<file path="src/core/msurb_pkg.sv">
package msurb_pkg;
   // register addresses, seven bits after the direction bit
   localparam logic [6:0] ADDR_MIN_PIXEL = 7'h0a;
   localparam logic [6:0] ADDR_PIXEL_CAPTURE = 7'h0b;
   localparam logic [6:0] ADDR_SENSOR_CONTROL = 7'h0d;
   localparam logic [6:0] ADDR_SOFT_RESET = 7'h3a;
   localparam logic [6:0] ADDR_INV_REV = 7'h3f;
   localparam logic [6:0] ADDR_LED_DRIVE = 7'h40;
   localparam logic [6:0] ADDR_REST_MODE = 7'h45;
   localparam logic [6:0] ADDR_BURST = 7'h63;

   localparam logic [7:0] SOFT_RESET_KEY = 8'h5a;

   // field positions
   localparam int SPI_WRITE_BIT = 7;
   localparam int CTRL_PD_BIT = 1;
   localparam int CTRL_RES_BIT = 0;
   localparam int LED_LDC_BIT = 0;
   localparam int REST_FIELD_LSB = 6;
   localparam int PIX_VALID_BIT = 7;

   // reset values
   localparam logic CTRL_PD_RESET = 1'b0;
   localparam logic CTRL_RES_RESET = 1'b0;
   localparam logic LED_LDC_RESET = 1'b0;
   localparam logic [1:0] REST_RESET = 2'h0;
   localparam logic [2:0] PIN_SYNC_RESET = 3'h6;

   // counts
   localparam logic [7:0] PIXEL_LAST = 8'he0;
   localparam logic [2:0] BURST_LAST = 3'h6;
   localparam logic [2:0] BIT_LAST = 3'h7;

   typedef enum logic [1:0] {
      ST_ADDR,
      ST_DATA_IN,
      ST_DATA_OUT
   } msurb_state_t;
endpackage

</file>
<file path="src/core/msurb_stream_if.sv">
`timescale 1ns/1ps
interface msurb_stream_if #(parameter int WIDTH = 8);
   logic [WIDTH-1:0] data;
   logic valid;
   logic ready;
   modport source(output data, output valid, input ready);
   modport sink(input data, input valid, output ready);
endinterface

</file>
<file path="src/core/msurb_sync.sv">
`timescale 1ns/1ps
module msurb_sync #(
   parameter int W = 3,
   parameter logic [W-1:0] RESET_VAL = '0
)(
   input wire logic i_clk_sys,
   input wire logic i_reset_n,
   input wire logic [W-1:0] i_async,
   output logic [W-1:0] o_sync
);
   logic [W-1:0] s1_reg;
   logic [W-1:0] s2_reg;
   logic [W-1:0] s3_reg;
   logic [W-1:0] out_reg;
   // a bit only changes once stages two and three agree on it
   wire [W-1:0] out_next = (s2_reg & s3_reg) | (out_reg & (s2_reg | s3_reg));

   always_ff @(posedge i_clk_sys)
   begin
      if (!i_reset_n)
      begin
         s1_reg <= RESET_VAL;
         s2_reg <= RESET_VAL;
         s3_reg <= RESET_VAL;
         out_reg <= RESET_VAL;
      end
      else
      begin
         s1_reg <= i_async;
         s2_reg <= s1_reg;
         s3_reg <= s2_reg;
         out_reg <= out_next;
      end
   end

   assign o_sync = out_reg;
endmodule

</file>
<file path="src/core/msurb_fifo.sv">
`timescale 1ns/1ps
module msurb_fifo #(
   parameter int WIDTH = 8,
   parameter int DEPTH = 16
)(
   input wire logic i_clk_sys,
   input wire logic i_reset_n,
   input wire logic i_flush,
   msurb_stream_if.sink s_in,
   msurb_stream_if.source s_out
);
   // depth must be a power of two for the wrap bit to work
   localparam int AW = $clog2(DEPTH);

   logic [WIDTH-1:0] mem_reg [DEPTH];
   logic [AW:0] wr_ptr_reg;
   logic [AW:0] rd_ptr_reg;

   wire full = (wr_ptr_reg[AW] != rd_ptr_reg[AW]) &&
      (wr_ptr_reg[AW-1:0] == rd_ptr_reg[AW-1:0]);
   wire empty = (wr_ptr_reg == rd_ptr_reg);
   wire push = s_in.valid & ~full;
   wire pop = s_out.ready & ~empty;

   assign s_in.ready = ~full;
   assign s_out.valid = ~empty;
   assign s_out.data = mem_reg[rd_ptr_reg[AW-1:0]];

   always_ff @(posedge i_clk_sys)
   begin
      if (!i_reset_n || i_flush)
      begin
         wr_ptr_reg <= '0;
         rd_ptr_reg <= '0;
      end
      else
      begin
         if (push)
            wr_ptr_reg <= wr_ptr_reg + (AW+1)'(1);
         if (pop)
            rd_ptr_reg <= rd_ptr_reg + (AW+1)'(1);
      end
   end

   always_ff @(posedge i_clk_sys)
   begin
      if (push)
         mem_reg[wr_ptr_reg[AW-1:0]] <= s_in.data;
   end
endmodule

</file>
<file path="src/core/msurb_top.sv">
`timescale 1ns/1ps
module msurb_top
   import msurb_pkg::*;
#(
   parameter logic [7:0] REVISION_ID = 8'h3c, // arbitrary value
   parameter int FIFO_DEPTH = 16
)(
   input wire logic i_clk_sys,
   input wire logic i_reset_n,
   input wire logic i_sclk,
   input wire logic i_chip_select_n,
   input wire logic i_mosi,
   output logic o_miso,
   output logic o_miso_oe,
   input wire logic i_frame_start,
   input wire logic [6:0] i_pixel_data,
   output logic [7:0] o_pixel_index,
   input wire logic [7:0] i_delta_x,
   input wire logic [7:0] i_delta_y,
   input wire logic [7:0] i_squal,
   input wire logic [15:0] i_shutter,
   input wire logic [7:0] i_max_pixel,
   input wire logic [7:0] i_pixel_sum,
   input wire logic [7:0] i_min_pixel,
   input wire logic [1:0] i_rest_mode_status,
   output logic o_power_down,
   output logic o_resolution_select,
   output logic o_led_current_select,
   output logic [1:0] o_rest_mode_field,
   output logic o_rest_force_strobe,
   output logic o_chip_reset,
   output logic o_burst_active
);
   // soft reset acts one cycle after the key byte lands
   logic soft_rst_reg;
   wire rst_n = i_reset_n & ~soft_rst_reg;

   // pins: sclk, chip select, mosi through the three-stage filter
   logic [2:0] pins_s;
   msurb_sync #(.W(3), .RESET_VAL(PIN_SYNC_RESET)) u_pin_sync (
      .i_clk_sys(i_clk_sys),
      .i_reset_n(i_reset_n),
      .i_async({i_sclk, i_chip_select_n, i_mosi}),
      .o_sync(pins_s)
   );
   wire sclk_s = pins_s[2];
   wire ncs_s = pins_s[1];
   wire mosi_s = pins_s[0];

   msurb_stream_if #(.WIDTH(8)) push_if ();
   msurb_stream_if #(.WIDTH(8)) pop_if ();

   // read bytes queue here so a slow master back-pressures the burst feeder
   msurb_fifo #(.WIDTH(8), .DEPTH(FIFO_DEPTH)) u_rd_fifo (
      .i_clk_sys(i_clk_sys),
      .i_reset_n(rst_n),
      .i_flush(ncs_s),
      .s_in(push_if),
      .s_out(pop_if)
   );

   msurb_state_t state_reg;
   msurb_state_t state_next;
   logic sclk_q_reg;
   logic [2:0] bit_cnt_reg;
   logic [7:0] shift_in_reg;
   logic [6:0] addr_reg;
   logic [7:0] tx_reg;
   logic miso_reg;
   logic rd_pend_reg;
   logic burst_reg;
   logic [2:0] burst_cnt_reg;
   logic [7:0] pix_index_reg;
   logic pix_valid_reg;
   logic [6:0] pix_data_reg;
   logic pd_reg;
   logic res_reg;
   logic ldc_reg;
   logic [1:0] rest_reg;
   logic rest_strobe_reg;

   // serial edge detection, ignored while deselected
   wire sclk_rise = ~ncs_s & sclk_s & ~sclk_q_reg;
   wire sclk_fall = ~ncs_s & ~sclk_s & sclk_q_reg;
   wire byte_done = sclk_rise & (bit_cnt_reg == BIT_LAST);
   wire [7:0] rx_byte = {shift_in_reg[6:0], mosi_s};
   wire addr_done = (state_reg == ST_ADDR) & byte_done;
   wire rd_start = addr_done & ~rx_byte[SPI_WRITE_BIT];
   wire burst_start = rd_start & (rx_byte[6:0] == ADDR_BURST);
   wire wr_fire = (state_reg == ST_DATA_IN) & byte_done;

   // write decode
   wire wr_pix = wr_fire & (addr_reg == ADDR_PIXEL_CAPTURE);
   wire wr_ctrl = wr_fire & (addr_reg == ADDR_SENSOR_CONTROL);
   wire wr_led = wr_fire & (addr_reg == ADDR_LED_DRIVE);
   wire wr_rest = wr_fire & (addr_reg == ADDR_REST_MODE);
   wire wr_soft = wr_fire & (addr_reg == ADDR_SOFT_RESET) & (rx_byte == SOFT_RESET_KEY);

   // read side
   // every source is an argument so the assigns below re-evaluate on any change
   function automatic logic [7:0] read_value(input logic [6:0] a, input logic [7:0] pix,
      input logic [1:0] ctrl, input logic [7:0] minp, input logic [1:0] rest);
      logic [7:0] v;
      v = 8'h00;
      case (a)
         ADDR_MIN_PIXEL: v = minp;
         ADDR_PIXEL_CAPTURE: v = pix;
         ADDR_SENSOR_CONTROL: v = {6'h00, ctrl};
         ADDR_INV_REV: v = ~REVISION_ID;
         ADDR_REST_MODE: v = {rest, 6'h00};
         default: v = 8'h00;
      endcase
      return v;
   endfunction

   function automatic logic [7:0] burst_byte(input logic [2:0] n, input logic [55:0] src);
      logic [7:0] v;
      v = src[7:0];
      case (n)
         3'h0: v = src[55:48];
         3'h1: v = src[47:40];
         3'h2: v = src[39:32];
         3'h3: v = src[31:24];
         3'h4: v = src[23:16];
         3'h5: v = src[15:8];
         default: v = src[7:0];
      endcase
      return v;
   endfunction

   wire [55:0] burst_src = {i_delta_x, i_delta_y, i_squal, i_shutter, i_max_pixel, i_pixel_sum};
   wire [7:0] rd_byte = read_value(addr_reg, {pix_valid_reg, pix_data_reg}, {pd_reg, res_reg},
      i_min_pixel, i_rest_mode_status);

   wire addr_mapped = (addr_reg == ADDR_MIN_PIXEL) | (addr_reg == ADDR_PIXEL_CAPTURE) |
      (addr_reg == ADDR_SENSOR_CONTROL) | (addr_reg == ADDR_INV_REV) |
      (addr_reg == ADDR_REST_MODE);
   assign push_if.valid = burst_reg | rd_pend_reg;
   assign push_if.data = burst_reg ? burst_byte(burst_cnt_reg, burst_src) : rd_byte;
   wire push_fire = push_if.valid & push_if.ready;
   wire pix_read_take = push_fire & ~burst_reg & (addr_reg == ADDR_PIXEL_CAPTURE);

   // a byte is pulled only at the first falling edge of each data byte
   wire tx_load = sclk_fall & (state_reg == ST_DATA_OUT) & (bit_cnt_reg == 3'h0);
   assign pop_if.ready = tx_load;
   wire [7:0] tx_byte = pop_if.valid ? pop_if.data : 8'h00;

   always_comb
   begin
      state_next = state_reg;
      case (state_reg)
         ST_ADDR:
            if (byte_done)
               state_next = rx_byte[SPI_WRITE_BIT] ? ST_DATA_IN : ST_DATA_OUT;
         ST_DATA_IN:
            if (byte_done)
               state_next = ST_ADDR;
         ST_DATA_OUT:
            if (byte_done && !burst_reg)
               state_next = ST_ADDR;
         default: state_next = ST_ADDR;
      endcase
   end

   always_ff @(posedge i_clk_sys)
   begin
      if (!i_reset_n)
         soft_rst_reg <= 1'b0;
      else
         soft_rst_reg <= wr_soft;
   end

   always_ff @(posedge i_clk_sys)
   begin
      if (!rst_n)
         sclk_q_reg <= 1'b1;
      else
         sclk_q_reg <= sclk_s;
   end

   // serial framing; chip select high drops everything back to address
   always_ff @(posedge i_clk_sys)
   begin
      if (!rst_n || ncs_s)
      begin
         state_reg <= ST_ADDR;
         bit_cnt_reg <= 3'h0;
         shift_in_reg <= 8'h00;
      end
      else
      begin
         state_reg <= state_next;
         if (sclk_rise)
         begin
            bit_cnt_reg <= bit_cnt_reg + 3'h1;
            shift_in_reg <= rx_byte;
         end
      end
   end

   always_ff @(posedge i_clk_sys)
   begin
      if (!rst_n)
         addr_reg <= 7'h00;
      else if (addr_done)
         addr_reg <= rx_byte[6:0];
   end

   always_ff @(posedge i_clk_sys)
   begin
      if (!rst_n)
      begin
         tx_reg <= 8'h00;
         miso_reg <= 1'b0;
      end
      else if (tx_load)
      begin
         tx_reg <= {tx_byte[6:0], 1'b0};
         miso_reg <= tx_byte[7];
      end
      else if (sclk_fall && state_reg == ST_DATA_OUT)
      begin
         tx_reg <= {tx_reg[6:0], 1'b0};
         miso_reg <= tx_reg[7];
      end
   end

   // single reads and burst feeding
   always_ff @(posedge i_clk_sys)
   begin
      if (!rst_n || ncs_s)
      begin
         rd_pend_reg <= 1'b0;
         burst_reg <= 1'b0;
         burst_cnt_reg <= 3'h0;
      end
      else if (burst_start)
      begin
         burst_reg <= 1'b1;
         burst_cnt_reg <= 3'h0;
      end
      else if (rd_start)
         rd_pend_reg <= 1'b1;
      else if (push_fire && burst_reg)
         burst_cnt_reg <= (burst_cnt_reg == BURST_LAST) ? BURST_LAST : burst_cnt_reg + 3'h1;
      else if (push_fire)
         rd_pend_reg <= 1'b0;
   end

   // pixel grabber; a clear valid flag means armed
   always_ff @(posedge i_clk_sys)
   begin
      if (!rst_n)
      begin
         pix_index_reg <= 8'h00;
         pix_valid_reg <= 1'b0;
         pix_data_reg <= 7'h00;
      end
      else if (wr_pix)
      begin
         pix_index_reg <= 8'h00;
         pix_valid_reg <= 1'b0;
      end
      else if (pix_read_take && pix_valid_reg)
      begin
         pix_index_reg <= (pix_index_reg == PIXEL_LAST) ? 8'h00 : pix_index_reg + 8'h01;
         pix_valid_reg <= 1'b0;
      end
      else if (i_frame_start && !pix_valid_reg)
      begin
         pix_data_reg <= i_pixel_data;
         pix_valid_reg <= 1'b1;
      end
   end

   // control bits; reserved bits of each write are dropped
   always_ff @(posedge i_clk_sys)
   begin
      if (!rst_n)
      begin
         pd_reg <= CTRL_PD_RESET;
         res_reg <= CTRL_RES_RESET;
         ldc_reg <= LED_LDC_RESET;
         rest_reg <= REST_RESET;
         rest_strobe_reg <= 1'b0;
      end
      else
      begin
         rest_strobe_reg <= wr_rest;
         if (wr_ctrl)
         begin
            pd_reg <= rx_byte[CTRL_PD_BIT];
            res_reg <= rx_byte[CTRL_RES_BIT];
         end
         if (wr_led)
            ldc_reg <= rx_byte[LED_LDC_BIT];
         if (wr_rest)
            rest_reg <= rx_byte[REST_FIELD_LSB+1:REST_FIELD_LSB];
      end
   end

   assign o_miso = miso_reg;
   assign o_miso_oe = ~ncs_s;
   assign o_pixel_index = pix_index_reg;
   assign o_power_down = pd_reg;
   assign o_resolution_select = res_reg;
   assign o_led_current_select = ldc_reg;
   assign o_rest_mode_field = rest_reg;
   assign o_rest_force_strobe = rest_strobe_reg;
   assign o_chip_reset = soft_rst_reg;
   assign o_burst_active = burst_reg;

   property p_capture_holds;
      @(posedge i_clk_sys) disable iff (!rst_n)
      pix_valid_reg && !pix_read_take && !wr_pix |=> pix_valid_reg && $stable(pix_data_reg);
   endproperty
   a_capture_holds: assert property (p_capture_holds) else $error("captured pixel changed");

   property p_read_advances;
      @(posedge i_clk_sys) disable iff (!rst_n)
      pix_read_take && pix_valid_reg && !wr_pix && pix_index_reg != PIXEL_LAST
      |=> !pix_valid_reg && pix_index_reg == $past(pix_index_reg) + 8'h01;
   endproperty
   a_read_advances: assert property (p_read_advances) else $error("pixel index not advanced");

   property p_valid_bit;
      @(posedge i_clk_sys) disable iff (!rst_n)
      pix_read_take |-> push_if.data[PIX_VALID_BIT] == pix_valid_reg;
   endproperty
   a_valid_bit: assert property (p_valid_bit) else $error("pixel valid flag wrong");

   property p_write_rearm;
      @(posedge i_clk_sys) disable iff (!rst_n)
      wr_pix |=> pix_index_reg == 8'h00 && !pix_valid_reg;
   endproperty
   a_write_rearm: assert property (p_write_rearm) else $error("pixel write did not re-arm");

   property p_index_range;
      @(posedge i_clk_sys) disable iff (!rst_n)
      pix_index_reg <= PIXEL_LAST;
   endproperty
   a_index_range: assert property (p_index_range) else $error("pixel index out of range");

   property p_ctrl_write;
      @(posedge i_clk_sys) disable iff (!rst_n)
      wr_ctrl |=> o_power_down == $past(rx_byte[1]) && o_resolution_select == $past(rx_byte[0]);
   endproperty
   a_ctrl_write: assert property (p_ctrl_write) else $error("control bits not stored");

   property p_inv_rev;
      @(posedge i_clk_sys) disable iff (!rst_n)
      push_fire && !burst_reg && addr_reg == ADDR_INV_REV |-> push_if.data == ~REVISION_ID;
   endproperty
   a_inv_rev: assert property (p_inv_rev) else $error("inverted revision wrong");

   property p_rest_force;
      @(posedge i_clk_sys) disable iff (!rst_n)
      wr_rest |=> o_rest_force_strobe && o_rest_mode_field == $past(rx_byte[7:6]) ##1 !o_rest_force_strobe;
   endproperty
   a_rest_force: assert property (p_rest_force) else $error("rest mode force wrong");

   property p_burst_start;
      @(posedge i_clk_sys) disable iff (!rst_n)
      burst_start && !ncs_s |=> burst_reg && burst_cnt_reg == 3'h0 && state_reg == ST_DATA_OUT;
   endproperty
   a_burst_start: assert property (p_burst_start) else $error("burst did not start");

   property p_burst_sticks;
      @(posedge i_clk_sys) disable iff (!rst_n)
      burst_reg && burst_cnt_reg == BURST_LAST && !ncs_s |=> burst_cnt_reg == BURST_LAST;
   endproperty
   a_burst_sticks: assert property (p_burst_sticks) else $error("burst ran past pixel sum");

   property p_burst_end;
      @(posedge i_clk_sys) disable iff (!rst_n)
      ncs_s |=> !burst_reg && state_reg == ST_ADDR && !rd_pend_reg;
   endproperty
   a_burst_end: assert property (p_burst_end) else $error("chip select did not end burst");

   property p_soft_reset;
      @(posedge i_clk_sys) disable iff (!i_reset_n)
      wr_soft |=> o_chip_reset ##1 !o_chip_reset && !o_power_down && !o_burst_active;
   endproperty
   a_soft_reset: assert property (p_soft_reset) else $error("soft reset not applied");

   property p_reserved_zero;
      @(posedge i_clk_sys) disable iff (!rst_n)
      push_fire && !burst_reg && !addr_mapped |-> push_if.data == 8'h00;
   endproperty
   a_reserved_zero: assert property (p_reserved_zero) else $error("reserved read not zero");
endmodule

</file>
<file path="config.mk">
export PLATFORM = sky130hd
export DESIGN_NAME = msurb_top
export DESIGN_NICKNAME = d
export VERILOG_FILES = /design/src/core/msurb_pkg.sv /design/src/core/msurb_stream_if.sv /design/src/core/msurb_sync.sv /design/src/core/msurb_fifo.sv /design/src/core/msurb_top.sv
export SDC_FILE = /design/constraint.sdc
export NUM_CORES = 1
export LEC_CHECK = 0
export BUFFER_PORTS_ARGS = -buffer_cell sky130_fd_sc_hd__buf_2
export CAP_MARGIN = 0
export CORE_MARGIN = 1
export CORE_UTILIZATION = 35
export CTS_CLUSTER_SIZE = 10
export DETAILED_ROUTE_END_ITERATION = 10
export SLEW_MARGIN = 40
export SYNTH_ARGS = -nofsm -noshare
export SYNTH_HDL_FRONTEND = slang
export SYNTH_SLANG_ARGS = --single-unit
export TNS_END_PERCENT = 30
</file>
<file path="constraint.sdc">
create_clock -name i_clk_sys -period 3.43 [get_ports i_clk_sys]
set_input_delay 1.029 -clock i_clk_sys [delete_from_list [all_inputs] [get_ports i_clk_sys]]
set_output_delay 1.029 -clock i_clk_sys [all_outputs]
set_load 0.01 [all_outputs]
</file>
==> results of run 1 <==
## cells in the final DEF, fill, tap and decap left out, drive strengths merged, types with 3 or more instances in the layout
cell type	Yosys	layout
ha	15	15
nand2	56	56
nand4	8	8
nor2	62	62
nor2b	6	6
o22ai	7	7
xnor2	14	14
a21oi	47	47
edfxtp	128	128
dfxtp	82	82
and4	3	3
o21ai	11	11
mux4	32	32
nand2b	13	13
nor4	4	4
clkbuf	24	41
a221oi	7	7
mux2i	30	30
a31oi	6	6
a222oi	5	5
mux2	14	14
buf	15	118
a211oi	8	8
nand3	25	25
and2	6	6
nor3b	4	4
or3	3	3
nor3	4	4
o211ai	3	3
inv	12	13
and3	16	16
a22oi	4	4
## per-layer routing
metal / GRT usage, % / part of all wire, % / vias up
met5: 0 / 0 / -
met4: 4.33 / 1.9 / 0
met3: 2.97 / 5.1 / 31
met2: 27.0 / 47 / 188
met1: 23.0 / 46 / 2945
li1: - / - / 2854
## cells by family after synthesis
kind of cell / synth area share, %
AO/OA/AOI/OAI: 8.13
XOR/XNOR: 1.62
adder cells (fa/ha/maj): 2.06
buffers and inverters: 2.42
flip-flops: 60.3
multiplexers: 13.0
AND/OR/NAND/NOR: 12.5
## cells in the mapped netlist, types with 5 or more instances
cell type	count
edfxtp_1	128
dfxtp_1	82
nor2_1	62
nand2_1	56
a21oi_1	46
mux4_2	32
mux2i_1	30
nand3_1	25
clkbuf_1	20
and3_1	15
ha_1	15
mux2_2	14
xnor2_1	13
inv_1	12
nand2b_1	12
o21ai_0	10
nand4_1	8
a211oi_1	7
a221oi_1	7
buf_2	7
o22ai_1	7
a31oi_1	6
nor2b_1	6
a222oi_1	5
and2_1	5
## how the worst min path moves through the flow
stage	startpoint	to	slack, ns	cells past startpoint
final	u_pin_sync.s1_reg[2]$_SDFF_PN1_	u_pin_sync.s2_reg[2]$_SDFF_PN1_	0.40	1
after global routing	u_pin_sync.s1_reg[2]$_SDFF_PN1_	u_pin_sync.s2_reg[2]$_SDFF_PN1_	0.43	1
after CTS	u_pin_sync.s1_reg[2]$_SDFF_PN1_	u_pin_sync.s2_reg[2]$_SDFF_PN1_	0.41	1
after detailed placement	u_pin_sync.s1_reg[2]$_SDFF_PN1_	u_pin_sync.s2_reg[2]$_SDFF_PN1_	0.39	1
after global placement	u_pin_sync.s1_reg[2]$_SDFF_PN1_	u_pin_sync.s2_reg[2]$_SDFF_PN1_	0.39	1
after floorplan	u_pin_sync.s1_reg[1]$_SDFF_PN1_	u_pin_sync.s2_reg[1]$_SDFF_PN1_	0.39	1
## layout make-up
cell class	instances	area share, %
flip-flops and latches	210	51.0
multi-input cells	438	31.8
clock buffers	41	6.47
repair buffers	118	6.00
well taps	330	3.84
clock inverters	2	0.465
inverters	12	0.419
## stage by stage
step                      instance area, sq um  hold slack (ns)  worst slack, ns  util (%)  std cells
after CTS                                10800            0.408            0.913      42.5       1151
after global routing                     10800            0.426            0.770      42.5       1151
after detailed placement                 10000            0.395            0.799      39.5       1108
final                                    10800            0.404            0.903      42.5       1151
after floorplan                           9090            0.386            0.230         -        699
after global placement                    9980            0.394            0.621      39.4       1108
## power by group
| part | leakage (nW) | total, mW | internal (mW) | switching, mW |
|---|---|---|---|---|
| sequential | 1.85 | 2.66 | 2.66 | 0.00550 |
| clock | 0.357 | 2.44 | 1.45 | 0.988 |
| combinational | 1.42 | 0.0859 | 0.0486 | 0.0373 |
==> summary.md, run 1 <==
| Metric | Value |
|---|---|
| Max-cap violations | 0 |
| DRT Wirelength | 21800 um |
| Max-slew headroom | 46.4% |
| Slowest stage delay, CP | 0.72 ns |
| Cell variety after synth | 64 |
| Antenna violations before repair | 0 |
| Critical-path cell list | xnor2_1 > and4_1 > a21oi_2 > and3_1 |
| Mapped Avg Cell Area | 13.0 sq um |
| Ys async rst share | 0% |
| Final Skew | 0.0112 ns |
| Hold-fix buffers at CTS | 0 |
| Drt pass-1 iters | 8 |
| Core box area | 25300 sq um |
| Routed Antenna Nets | 0 |
| Port bufs | 96 |
| Storage cell area | 5490 sq um |
| Worst Reg-to-Reg Cells | 4 |
| Post-synth EDFFs | 128 |
| Root buf cell | clkbuf_16 |
| Top_reg_cell synth | edfxtp_1 |
| Final setup fails | 0 |
| Reg-to-Reg End | u_rd_fifo.mem_reg[12][6]$_DFFE_PP_ |
| Total CTS buffers | 25 |
| CP Buf/Inv Count | 0 |
| Area leader, netlist | edfxtp_1 |
| Crit end category | flip-flop |
| Status | finished clean |
| Layout net count | 899 |
| Syn Nets | 793 |
| Skew-Pair Late Insertion Delay | 0.52 ns |
| Critical path capture point | u_rd_fifo.mem_reg[12][6]$_DFFE_PP_ |
| Multi-input logic area | 3420 sq um |
| R2r setup slk | 0.90 ns |
| Row cnt | 58 |
| Max-slew violation count | 0 |
| Worst hold path class | reg -> reg |
| Largest cells by area after synthesis | edfxtp_1, dfxtp_1, mux4_2 |
| Via count | 6018 |
| Critical path's slowest cell | and3_1 |
| Design Power | 5.19 mW |
| Kind of critical path | reg -> reg |
| Setup crit start | u_rd_fifo.wr_ptr_reg[2]$_SDFFE_PP0P_ |
| Least-Margin Pin Slew | 0.804 ns |
| I/O Pins | 97 |
| Remaining Overflow, GRT | 0 |
| VDD IR max | 0.309 mV |
| Vias in the first global route | 5938 |
| Post-CTS Setup Inserts | 0 |
| Area Growth Syn to Fin | 18.3% |
| Minimum clock period | 2.53 ns |
| DRC | 0 |
| Total GRT Usage | 16.7% |
| Post-synth top area share | 42.3% |
| Share of post-route cells with drive strength above 1 | 26.2% |
| RSZ-0062 raised after global routing | no |
| Power density cells | 483 nW/um^2 |
| Initial Util | 35.9% |
| Clock Path Buffers | 3 |
| Max FO, Critical Path | 18 |
| Worst endpoint required time | 3.58 ns |
| Final hold violations | 0 |
| Crit path DAT | 2.68 ns |
| DR vias/cell | 5.23 |
| H-tree depth | 1 |
| Largest net degree at the start of global routing | 32 |
| Synth Instances | 699 |
| Routed len/inst | 18.9 um |
| Die Y-Extent | 163 um |
| Drt first-iter violations | 433 |
| Max reg flops | 128 |
| Mapped Area | 9090 sq um |
| Register bit count reported by yosys | 210 |
| Inserted Diodes | 0 |
| Number of fill cells | 2326 |
| Top Family by Delay on Critical Path | simple AND/OR/NAND/NOR gates |
| Hpwl dp | 14600 um |
| Clk slew on worst S/H paths | 0.05 ns |
| Tcrit/Tclk final | 73.7% |
| Critical path depth | 4 |
| Leak pwr | 3.64 nW |
| Setup Total Neg Slack | 0 ns |
| Highest clock rate | 396 MHz |
| Die width | 163 um |
| Worst R2R Start | u_rd_fifo.wr_ptr_reg[2]$_SDFFE_PP0P_ |
| Seq/Total Area, Yosys | 60.3% |
| Die footprint | 26600 sq um |
| Routability congestion estimate | 0.812 |
| Synth Warn # | 0 |
| Setup crit start kind | flip-flop |
| CTS tree | built |
| CTS resizes | 0 |
| Clock sinks | 210 |
| First-pass GRT wire length | 33900 um |
No activity file was read; power rests on OpenSTA's default activity.
==> run 2: changes to the inputs <==
==> constraint.sdc (replaced) <==
create_clock -name i_clk_sys -period 2.6 [get_ports i_clk_sys]
set_input_delay 0.78 -clock i_clk_sys [delete_from_list [all_inputs] [get_ports i_clk_sys]]
set_output_delay 0.78 -clock i_clk_sys [all_outputs]
set_load 0.01 [all_outputs]
==> run 2 against run 1 <==
Net effect: register-to-register slack worse by 0.68 ns; global-route usage decreased by 0.41 points; utilization is 0.99 points higher; cell count rose by 2.6%; critical path depth is 3 higher; critical path type unchanged; largest cell class unchanged.
==> summary.md, run 2 (synthesized netlist as in run 1, its figures left out) <==
| Metric | Value |
|---|---|
| Switching share of power | 20.1% (+0.29 points) |
| Hpwl dp | 15000 um (+2.8%) |
| First-pass GRT wire length | 33200 um (-2.0%) |
| Final hold violations | 0 (unchanged) |
| M1 WL | 9560 um (-3.9%) |
| CTS tree | built |
| Crit end category | flip-flop |
| Vias in the first global route | 6080 (+2.4%) |
| Post-placement cell area | 10300 sq um (+2.6%) |
| Number of fill cells | 2335 (+0.39%) |
| Setup Total Neg Slack | 0 ns (unchanged) |
| Root buf cell | clkbuf_16 |
| Sequential Power Share | 52.3% (+1.0 points) |
| Worst slack, placed | 0.169 ns (-0.630 ns) |
| Drt first-iter violations | 385 (-11%) |
| Setup crit start kind | flip-flop |
| Power density cells | 611 nW/um^2 (+27%) |
| DR vias/cell | 5.14 (-1.6%) |
| Final worst setup slack | 0.228 ns (-0.675 ns) |
| Die Y-Extent | 163 um (unchanged) |
| RSZ-0062 raised after global routing | no |
| Crit path DAT | 2.56 ns (-0.12 ns) |
| DRC | 0 (unchanged) |
| Leak pwr | 3.77 nW (+3.8%) |
| Post-CTS Setup Inserts | 0 (unchanged) |
| Layout net count | 927 (+3.1%) |
| Worst endpoint required time | 2.79 ns (-0.79 ns) |
| Top Metal Used | met4 |
| Max-slew violation count | 0 (unchanged) |
| Share of post-route cells with drive strength above 1 | 28.9% (+2.7 points) |
| Routability congestion estimate | 0.760 (-6.3%) |
| P_int | 5.37 mW (+29%) |
| Max FO, Critical Path | 16 (-2) |
| Antenna violations before repair | 0 (unchanged) |
| Remaining Overflow, GRT | 0 (unchanged) |
| Max-cap violations | 0 (unchanged) |
| Hold-fix buffers at CTS | 0 (unchanged) |
| Final setup fails | 0 (unchanged) |
| Max-slew headroom | 45.8% (-0.62 points) |
| Core Util, Final | 43.4% (+0.99 points) |
| Design Area, Final | 11000 sq um (+2.3%) |
| Routed len/inst | 18.1 um (-4.3%) |
| Most frequent cells in the layout | edfxtp_1, buf_2, dfxtp_1 |
| DRT Wirelength | 21400 um (-1.8%) |
| Kind of critical path | reg -> reg |
| Design Power | 6.72 mW (+30%) |
| Clock Path Buffers | 3 (unchanged) |
| Final Skew | 0.0169 ns (+0.00565 ns) |
| Highest clock rate | 422 MHz (+6.5%) |
| Die width | 163 um (unchanged) |
| Least-Margin Pin Slew | 0.813 ns (+0.00932 ns) |
| Clock power frac | 46.0% (-1.1 points) |
| Tcrit/Tclk final | 91.2% (+18 points) |
| Inserted Diodes | 0 (unchanged) |
| Core box area | 25300 sq um (unchanged) |
| Max reg flops | 128 (unchanged) |
| Routed Antenna Nets | 0 (unchanged) |
| Die footprint | 26600 sq um (unchanged) |
| Logic pwr share | 1.7% (about the same) |
| Area Growth Syn to Fin | 21.0% |
| Drt pass-1 iters | 5 (-3) |
| Largest net degree at the start of global routing | 32 (unchanged) |
| Initial Util | 35.9% (unchanged) |
| CTS resizes | 0 (unchanged) |
| Status | finished clean |
| WL met3 | 936 um (-16%) |
| Clock sinks | 210 (unchanged) |
| Clk slew on worst S/H paths | 0.05 ns (about the same) |
| Minimum clock period | 2.37 ns (-0.155 ns) |
| Most common cell after layout, fill and taps aside | edfxtp_1 |
| VDD IR max | 0.518 mV (+68%) |
| Switch Pwr | 1.35 mW (+31%) |
| H-tree depth | 1 (unchanged) |
| Skew-Pair Late Insertion Delay | 0.53 ns (about the same) |
| Row cnt | 58 (unchanged) |
| Worst hold path class | reg -> reg |
| I/O Pins | 97 (unchanged) |
| Routed wl met2 | 10400 um (+0.89%) |
| Port bufs | 96 (unchanged) |
| Total CTS buffers | 25 (unchanged) |
| Total GRT Usage | 16.3% (-0.41 points) |
| Via count | 6074 (+0.93%) |
[run 2: cell type report]
type / instances / area, sq um / share of cell area [%]
flip-flops and latches: 210 / 5490 / 49.9
multi-input cells: 438 / 3460 / 31.4
repair buffers: 146 / 881 / 8.00
clock buffers: 41 / 686 / 6.23
well taps: 330 / 413 / 3.75
inverters: 12 / 45.0 / 0.409
clock inverters: 4 / 32.5 / 0.296
[run 2: worst max-delay path, stage by stage (launching register included)]
cell	delay, ns
dfxtp_1	0.40
inv_1	0.09
ha_1	0.25
buf_4	0.20
a222oi_1	0.35
o21ai_0	0.13
a211oi_1	0.43
a31oi_4	0.17
[run 2: path summary, 6_finish.rpt]
path / from / endpoint / slack (ns) / cells after the start
setup / recovery: burst_cnt_reg[0]$_SDFFE_PP0P_ / u_rd_fifo.mem_reg[4][7]$_DFFE_PP_ / 0.23 / 7
hold / removal: u_pin_sync.s1_reg[1]$_SDFF_PN1_ / u_pin_sync.s2_reg[1]$_SDFF_PN1_ / 0.40 / 1
setup reg to reg: burst_cnt_reg[0]$_SDFFE_PP0P_ / u_rd_fifo.mem_reg[4][7]$_DFFE_PP_ / 0.23 / 7
hold reg to reg: u_pin_sync.s1_reg[1]$_SDFF_PN1_ / u_pin_sync.s2_reg[1]$_SDFF_PN1_ / 0.40 / 1
[run 2: routing by layer]
metal	vias to the layer above	GRT usage (%)
li1	2906	-
met1	2959	21.0
met4	0	5.01
met2	175	28.0
met5	-	0
met3	34	2.44
[run 2: power groups by stage]
stage / clock network [mW] / logic (mW) / registers [mW]
floorplan: 0 / 0.0434 / 3.58
global placement: 0 / 0.117 / 3.58
detailed placement: 0 / 0.115 / 3.58
CTS: 3.17 / 0.116 / 3.51
global route: 3.30 / 0.124 / 3.51
finish: 3.10 / 0.115 / 3.51
[run 2: stage by stage]
| stage | hold WS (ns) | cells |
|---|---|---|
| floorplan | 0.386 | 699 |
| global placement | 0.395 | 1136 |
| detailed placement | 0.393 | 1136 |
| CTS | 0.405 | 1181 |
| global route | 0.422 | 1181 |
| finish | 0.404 | 1181 |
